==> config.mk <==
export PLATFORM = sky130hd
export DESIGN_NAME = gated_shifter
export DESIGN_NICKNAME = d
export VERILOG_FILES = /design/src/shifter_pkg.sv /design/src/gated_shifter.sv /design/src/stage_bit.sv
export SDC_FILE = /design/constraint.sdc
export NUM_CORES = 1
export LEC_CHECK = 0
export BUFFER_PORTS_ARGS = -buffer_cell sky130_fd_sc_hd__buf_2
export CELL_PAD_IN_SITES_DETAIL_PLACEMENT = 0
export CELL_PAD_IN_SITES_GLOBAL_PLACEMENT = 1
export CORE_AREA = 8 8 45 47
export DETAILED_ROUTE_END_ITERATION = 12
export DIE_AREA = 0 0 53 55
export PLACE_DENSITY = 0.69
export RECOVER_POWER = 50
export SLEW_MARGIN = 10
export SYNTH_ARGS = -nofsm -noshare
export SYNTH_HDL_FRONTEND = slang
export SYNTH_SLANG_ARGS = --single-unit
export TNS_END_PERCENT = 100
==> constraint.sdc <==
create_clock -name i_core_clk -period 1.8 [get_ports i_core_clk]
set_input_delay 0.09 -clock i_core_clk [delete_from_list [all_inputs] [get_ports i_core_clk]]
set_output_delay 0.09 -clock i_core_clk [all_outputs]
set_load 0.1 [all_outputs]
==> src/shifter_pkg.sv <==
// Package with shared types and constants for the gated serial shifter
package shifter_pkg;
  localparam int STAGE_COUNT = 8;
  localparam int FIRST_STAGE = 0;
  localparam int LAST_STAGE = STAGE_COUNT - 1;
  localparam logic STAGE_RESET_VALUE = 1'b0;
  localparam logic [STAGE_COUNT-1:0] CLEARED_STAGES = 8'h00;
  localparam logic [STAGE_COUNT-1:0] ALL_ONES_STAGES = 8'hFF;

  typedef logic [STAGE_COUNT-1:0] stage_vec_t;

  typedef struct packed {
    logic gate_a;
    logic gate_b;
  } serial_in_s;
endpackage : shifter_pkg

==> src/gated_shifter.sv <==
// Eight-stage gated serial-in, parallel-out shift register
//
// What this block does
// - Eight chained bits, each shown in parallel
// - Either gate low loads low into first
// - Both gates high load high into first
// - Each later stage takes its predecessor each edge
// - Stages shift only on rising clock edge
// - Gate inputs sampled only at the edge
// - Low clear zeroes all stages immediately, overriding
`timescale 1ns/1ps
module gated_shifter
  import shifter_pkg::*;
(
  input wire logic i_core_clk,
  input wire logic i_reset_n,
  input wire logic i_clear_n,
  input wire serial_in_s i_serial,
  output stage_vec_t o_stages,
  output logic o_stage_one_out,
  output logic o_stage_eight_out
);
  stage_vec_t stages;
  stage_vec_t stage_d;
  wire logic serial_bit;
  wire logic shift_allowed;
  wire logic fill_full;
  logic [3:0] fill_cnt_r;
  logic [3:0] fill_cnt_nxt;

  // Bit offered to the first stage; the checks below share it
  function automatic logic entry_bit(input serial_in_s gates);
    return gates.gate_a & gates.gate_b;
  endfunction : entry_bit

  // One gate low forces a zero; one gate high passes the other through
  assign serial_bit = entry_bit(i_serial);

  // Stage inputs: first from the gated serial bit, the rest from the stage before
  assign stage_d = {stages[LAST_STAGE-1:FIRST_STAGE], serial_bit};

  genvar g;
  generate
    for (g = 0; g < STAGE_COUNT; g++) begin : g_stage
      stage_bit u_stage (
        .i_core_clk(i_core_clk),
        .i_reset_n(i_reset_n),
        .i_clear_n(i_clear_n),
        .i_d(stage_d[g]),
        .o_q(stages[g])
      );
    end
  endgenerate

  // Outputs are the stage flip-flops themselves, no further logic
  assign o_stages = stages;
  assign o_stage_one_out = stages[FIRST_STAGE];
  assign o_stage_eight_out = stages[LAST_STAGE];

  chk_first_low: assert property (
    @(posedge i_core_clk) disable iff (!i_reset_n)
    (i_clear_n && !(i_serial.gate_a && i_serial.gate_b)) ##1 i_clear_n
      |-> !o_stage_one_out)
    else $error("first stage not low after a low gate input");

  chk_first_high: assert property (
    @(posedge i_core_clk) disable iff (!i_reset_n)
    (i_clear_n && i_serial.gate_a && i_serial.gate_b) ##1 i_clear_n
      |-> o_stage_one_out)
    else $error("first stage not high after both gates high");

  chk_shift_chain: assert property (
    @(posedge i_core_clk) disable iff (!i_reset_n)
    i_clear_n ##1 i_clear_n
      |-> o_stages[LAST_STAGE:1] == $past(o_stages[LAST_STAGE-1:FIRST_STAGE]))
    else $error("stages did not shift by one place");

  chk_sample_edge: assert property (
    @(posedge i_core_clk) disable iff (!i_reset_n)
    i_clear_n ##1 i_clear_n
      |-> o_stages[FIRST_STAGE] == $past(entry_bit(i_serial)))
    else $error("first stage does not match gates sampled at the edge");

  chk_clear_all: assert property (
    @(posedge i_core_clk) disable iff (!i_reset_n)
    !i_clear_n |-> o_stages == CLEARED_STAGES)
    else $error("stages not cleared while clear is low");

  chk_clear_hold: assert property (
    @(posedge i_core_clk) disable iff (!i_reset_n)
    (!i_clear_n && i_serial.gate_a && i_serial.gate_b) [*3]
      |-> o_stages == CLEARED_STAGES && !o_stage_eight_out)
    else $error("clear did not override shifting");

  chk_fill_ones: assert property (
    @(posedge i_core_clk) disable iff (!i_reset_n)
    (i_clear_n && i_serial.gate_a && i_serial.gate_b) [*8] ##1 i_clear_n
      |-> o_stages == ALL_ONES_STAGES && o_stage_eight_out)
    else $error("eight high entries did not fill all stages");

  chk_flush_zeros: assert property (
    @(posedge i_core_clk) disable iff (!i_reset_n)
    (i_clear_n && !i_serial.gate_b) [*8] ##1 i_clear_n
      |-> o_stages == CLEARED_STAGES)
    else $error("eight low entries did not empty all stages");

  // Entry-bit checks
  chk_gate_a_block: assert property (
    @(posedge i_core_clk) disable iff (!i_reset_n)
    (i_clear_n && !i_serial.gate_a && i_serial.gate_b) ##1 i_clear_n
      |-> !o_stage_one_out)
    else $error("low gate a did not block the entry");

  chk_gate_b_block: assert property (
    @(posedge i_core_clk) disable iff (!i_reset_n)
    (i_clear_n && i_serial.gate_a && !i_serial.gate_b) ##1 i_clear_n
      |-> !o_stage_one_out)
    else $error("low gate b did not block the entry");

  chk_gate_a_pass: assert property (
    @(posedge i_core_clk) disable iff (!i_reset_n)
    (i_clear_n && i_serial.gate_a) ##1 i_clear_n
      |-> o_stage_one_out == $past(i_serial.gate_b))
    else $error("high gate a did not let gate b decide");

  chk_gate_b_pass: assert property (
    @(posedge i_core_clk) disable iff (!i_reset_n)
    (i_clear_n && i_serial.gate_b) ##1 i_clear_n
      |-> o_stage_one_out == $past(i_serial.gate_a))
    else $error("high gate b did not let gate a decide");

  // Shift-chain checks
  for (genvar k = 1; k < STAGE_COUNT; k++) begin : g_step_chk
    chk_stage_step: assert property (
      @(posedge i_core_clk) disable iff (!i_reset_n)
      i_clear_n ##1 i_clear_n |-> o_stages[k] == $past(o_stages[k-1]))
      else $error("a stage did not take the value of the one before");
  end

  chk_last_tap: assert property (
    @(posedge i_core_clk) disable iff (!i_reset_n)
    i_clear_n ##1 i_clear_n
      |-> o_stage_eight_out == $past(o_stages[LAST_STAGE-1]))
    else $error("last stage output did not take the seventh stage");

  chk_two_step: assert property (
    @(posedge i_core_clk) disable iff (!i_reset_n)
    i_clear_n ##1 i_clear_n ##1 i_clear_n
      |-> o_stages[LAST_STAGE:2] == $past(o_stages[LAST_STAGE-2:FIRST_STAGE], 2))
    else $error("two edges did not move the stages by two places");

  chk_half_high: assert property (
    @(posedge i_core_clk) disable iff (!i_reset_n)
    (i_clear_n && entry_bit(i_serial)) ##1 i_clear_n [*4]
      |-> o_stages[STAGE_COUNT/2-1])
    else $error("a high entry did not reach the middle of the chain");

  chk_half_low: assert property (
    @(posedge i_core_clk) disable iff (!i_reset_n)
    (i_clear_n && !entry_bit(i_serial)) ##1 i_clear_n [*4]
      |-> !o_stages[STAGE_COUNT/2-1])
    else $error("a low entry did not reach the middle of the chain");

  chk_travel_high: assert property (
    @(posedge i_core_clk) disable iff (!i_reset_n)
    (i_clear_n && entry_bit(i_serial)) ##1 i_clear_n [*8]
      |-> o_stage_eight_out)
    else $error("a high entry did not reach the last stage");

  chk_travel_low: assert property (
    @(posedge i_core_clk) disable iff (!i_reset_n)
    (i_clear_n && !entry_bit(i_serial)) ##1 i_clear_n [*8]
      |-> !o_stage_eight_out)
    else $error("a low entry did not reach the last stage");

  // Shift edges since the last clear or reset, saturating at a full chain;
  // no stage at or beyond this count can yet hold anything but a low level
  assign shift_allowed = i_reset_n && i_clear_n;
  assign fill_full = fill_cnt_r == 4'(STAGE_COUNT);
  assign fill_cnt_nxt = !shift_allowed ? 4'h0 : fill_full ? fill_cnt_r : fill_cnt_r + 4'h1;

  always_ff @(posedge i_core_clk) begin
    fill_cnt_r <= fill_cnt_nxt;
  end

  chk_clear_extent: assert property (
    @(posedge i_core_clk) disable iff (!i_reset_n)
    (o_stages >> fill_cnt_r) == CLEARED_STAGES)
    else $error("data reached a stage sooner than shifting allows");

  // Clear checks
  for (genvar k = 0; k < STAGE_COUNT; k++) begin : g_clear_chk
    chk_stage_cleared: assert property (
      @(posedge i_core_clk) disable iff (!i_reset_n)
      !i_clear_n |-> !o_stages[k])
      else $error("a stage was not low while clear is low");
  end

  chk_clear_taps: assert property (
    @(posedge i_core_clk) disable iff (!i_reset_n)
    !i_clear_n |-> !o_stage_one_out && !o_stage_eight_out)
    else $error("a stage output was not low while clear is low");

  chk_clear_steady: assert property (
    @(posedge i_core_clk) disable iff (!i_reset_n)
    !i_clear_n ##1 !i_clear_n
      |-> $stable(o_stages) && o_stages == CLEARED_STAGES)
    else $error("stages moved while clear stayed low");

  chk_release_shift: assert property (
    @(posedge i_core_clk) disable iff (!i_reset_n)
    !i_clear_n ##1 i_clear_n ##1 i_clear_n
      |-> (o_stages >> 1) == CLEARED_STAGES)
    else $error("first edge after clear moved more than the entry bit");

  chk_entry_after_clear: assert property (
    @(posedge i_core_clk) disable iff (!i_reset_n)
    !i_clear_n ##1 (i_clear_n && entry_bit(i_serial)) ##1 i_clear_n
      |-> o_stage_one_out && (o_stages >> 1) == CLEARED_STAGES)
    else $error("a high entry after clear was not alone in the first stage");

  chk_low_after_clear: assert property (
    @(posedge i_core_clk) disable iff (!i_reset_n)
    !i_clear_n ##1 (i_clear_n && !entry_bit(i_serial)) ##1 i_clear_n
      |-> o_stages == CLEARED_STAGES)
    else $error("a low entry after clear left a stage high");
endmodule : gated_shifter

==> src/stage_bit.sv <==
// One storage stage: edge-triggered bit with asynchronous clear
`timescale 1ns/1ps
module stage_bit
  import shifter_pkg::*;
(
  input wire logic i_core_clk,
  input wire logic i_reset_n,
  input wire logic i_clear_n,
  input wire logic i_d,
  output logic o_q
);
  logic q_r;
  logic q_nxt;

  // Synchronous reset folds into the next value; clear acts without the clock
  assign q_nxt = i_reset_n ? i_d : STAGE_RESET_VALUE;

  always_ff @(posedge i_core_clk or negedge i_clear_n) begin
    if (!i_clear_n) begin
      q_r <= STAGE_RESET_VALUE;
    end else begin
      q_r <= q_nxt;
    end
  end

  assign o_q = q_r;
endmodule : stage_bit

Word level (Yosys, flattened, before mapping)
Index checks and enable logic that the tools add are counted.
{"block": "totals", "regBits": 8, "input_bits": 5, "output_inout_bits": 10, "elab_cells": 17}
{"block": "op_classes", "n_mux": 8, "bitwise_logic": 1}
{"cell": "$mux W1", "count": 8}
{"cell": "$and A1 B1 Y1", "count": 1}

Logic depth before layout (Yosys ltp)
{"block": "depth", "word_depth": 2, "depth_mapped": 1, "mapped_depth_nobuf": 1}

Modules after synthesis
From an unflattened synthesis, not the netlist that was laid out.
{"block": "hier_totals", "hier_cells": 19, "hier_area_um2": 271.5}
{"module": "stage_bit", "n_inst": 8, "cells_per_inst": 2, "area_per_inst_um2": 31.3, "seq_area_each_um2": 25.0}
{"module": "gated_shifter", "n_inst": 1, "cells_per_inst": 3, "area_per_inst_um2": 21.3, "seq_area_each_um2": 0.0}

Worst setup path after synthesis
OpenSTA, ideal clock, no wires.
{"block": "synth_timing", "path_type": "reg2out", "from": "register g_stage[0].u_stage.q_r", "to": "output o_stages[0]", "arrival_time_ns": 1.334, "required_time_ns": 1.710, "setup_slack_ns": 0.376, "path_stages_with_launch": 2, "n_path_buf": 1, "cell_sequence": "dfrtp_1 > buf_4"}
{"element": "start: declaration", "line": "stage_bit.sv:12", "text": "logic q_r;"}
{"element": "start signal: assignment", "line": "stage_bit.sv:22", "text": "q_r <= q_nxt;"}
{"element": "end: declaration", "line": "gated_shifter.sv:19", "text": "output stage_vec_t o_stages,"}
No word-level cell between the ends.

Final worst setup path
{"block": "layout_timing", "from": "register g_stage[0].u_stage.q_r", "to": "output o_stage_one_out"}
{"element": "end: declaration", "line": "gated_shifter.sv:20", "text": "output logic o_stage_one_out,"}
No word-level cell between the ends.

==> results.cfg <==
[power]
power.density_nw_per_um2 = 952.1
irDropWorstVdd_uv = 395.8
finalPower_mw = 0.3610
leakage_nw = 0.2258

[synthesis]
yosys_warnings = 0
syn_area_sq_um = 319.1
syn_nets = 29
synth_cells = 24
ys_ff_latch = 8
yosysSeqAreaShare_pct = 62.75
synth.distinct_cells = 4
avgSynthCellArea_sq_um = 13.29

[worst_hold_path]
hold_path.class = in -> reg
worstHoldStart = i_serial[0]

[place]
pre_cts_ws_ps = 925.9
gp_congestion = 0.6340
port_buffers = 14
dp_cells = 46

[drt]
drcViolationCount = 0
met3WireLength_um = 126
wire_per_inst_um = 11.78
drtIter0Drc = 0
ant_nets = 0
drtPass1Iterations = 1
vias_per_cell = 3.820
wl_met1_um = 279
via_count = 191
wl_um = 589
dr_wl_met2_um = 184
top_layer = met3

[critical_path]
reg2reg_to = g_stage[6].u_stage.o_q
crit_arrival_ps = 1030
startpoint_type = flip-flop
rrSetupSlack_ps = 1120
worstSetupEndpointType = output port
critPathKind = reg -> out
critPathSlowestCell = buf_2
cp.buffers_inverters = 1
crit_chain = buf_2
rr_worst_depth = 1
r2r-start = g_stage[5].u_stage.o_q
cp.depth = 1
crit_required_ps = 1710
crit_end = o_stage_one_out
path_max_fanout = 3
startpoint = g_stage[0].u_stage.o_q
crit_family = buffers and inverters
slowest_delay_ps = 430

[cts]
cts.reportedPaths.clkPinSlew_ps = 50
h-tree-depth = 1
post_cts_buffers = 0
cts_root_buf = clkbuf_4
cts_buffers = 3
clock_sinks = 8
clock_latency_ps = 250
cts_tree = done
clk_path_buf_depth = 2

[global_routing]
grt.overflow.total = 0
grt_pass1_vias = 214
track_usage_pct = 5.330
antenna_found_initial = 0
grt_pass1_wl_um = 1000
grt_max_degree = 9

[die]
die-area_sq_um = 2915
io_pins = 15
dieWidth_um = 53
rows = 14
die_y_um = 55
coreArea_sq_um = 1384
initial_core_util_pct = 23.06

[job]
max-cap-violations = 0

[final_layout]
layout.area.seq_sq_um = 200.2
final_common_cell = buf_2
drive_above_1_share_pct = 64.71
largest_register_ffs = 8
final_cell_mix = 12 x buf_2, 8 x dfrtp_1, 7 x and2_2, 3 x clkbuf_4, 2 x clkbuf_1
nets = 41
diodes = 0
areaGrowthSynthToFinish_pct = 18.82
multi_input_area_sq_um = 58.81
nFillCells = 138
final_cell_count_no_fill = 50

[sta]
finalMaxSlewViolations = 0
finClkSkew_ps = 4.519
worst_pin_slew_ps = 495.2
fin_crit_ps = 1124
max_freq_mhz = 889.9
postLayoutSetupSlackWorst_ps = 676.3
period_share_pct = 62.43
max_slew_margin_pct = 67.21
rsz0062_at_grt = no
hold_viol_final = 0
finalSetupViolations = 0
finalSetupTns_ps = 0

[status]
status = complete, no violations
[cells in the mapped netlist (all sizes together)]
library cell / instances / area, sq um
buf: 8 / 60.06
dfrtp: 8 / 200.2
and2: 7 / 52.55
and3: 1 / 6.260
[stage by stage]
stage / util [%] / area [sq um] / hold slack [ps]
6_report: 27.40 / 379.1 / 78.04
5_1_grt: 27.40 / 379.1 / 73.59
4_1_cts: 27.58 / 381.6 / 64.43
3_5_place_dp: 25.23 / 349.1 / -56.93
3_3_place_gp: 25.23 / 349.1 / -61.63
2_1_floorplan: - / 319.1 / -205.6
[what timing repair did]
action,in CTS,in global routing
hold buffers,1,0
hold endpoints to repair,8,0
gates resized for setup,0,0
[power by group]
| group | internal (mW) | switching (mW) |
|---|---|---|
| sequential | 0.182 | 0.00114 |
| clock | 0.0764 | 0.0627 |
| combinational | 0.00743 | 0.0311 |
[layer usage]
layer  vias to the layer above  GRT usage (%)
met4                         0          2.586
met2                        19          5.469
li1                         89              -
met3                         0          6.684
met5                         -              0
met1                        83          5.864
[how the worst min path moves through the flow]
stage	slack (ps)	cells past startpoint	end
5_1_grt	70	2	g_stage[0].u_stage.o_q
2_1_floorplan	-210	0	g_stage[0].u_stage.o_q
6_report	80	2	g_stage[0].u_stage.o_q
4_1_cts	60	2	g_stage[0].u_stage.o_q
3_3_place_gp	-60	1	g_stage[7].u_stage.o_q
3_5_place_dp	-60	1	g_stage[5].u_stage.o_q
[final cells by class]
cell class                 instances  area share (%)
tap                               16           5.281
timing repair buffer              15           20.46
sequential                         8           52.81
multi-input combinational          8           15.51
clock buffer                       3           5.941
[cell families (layout without fill, tap and decap cells)]
kind of cell           count (synthesis)  count (layout)  share of synthesized area [%]
DFF                                    8               8                          62.74
and+or+nand+nor                        8               8                          18.43
buffers and inverters                  8              18                          18.82
No activity file was read; power rests on OpenSTA's default activity.
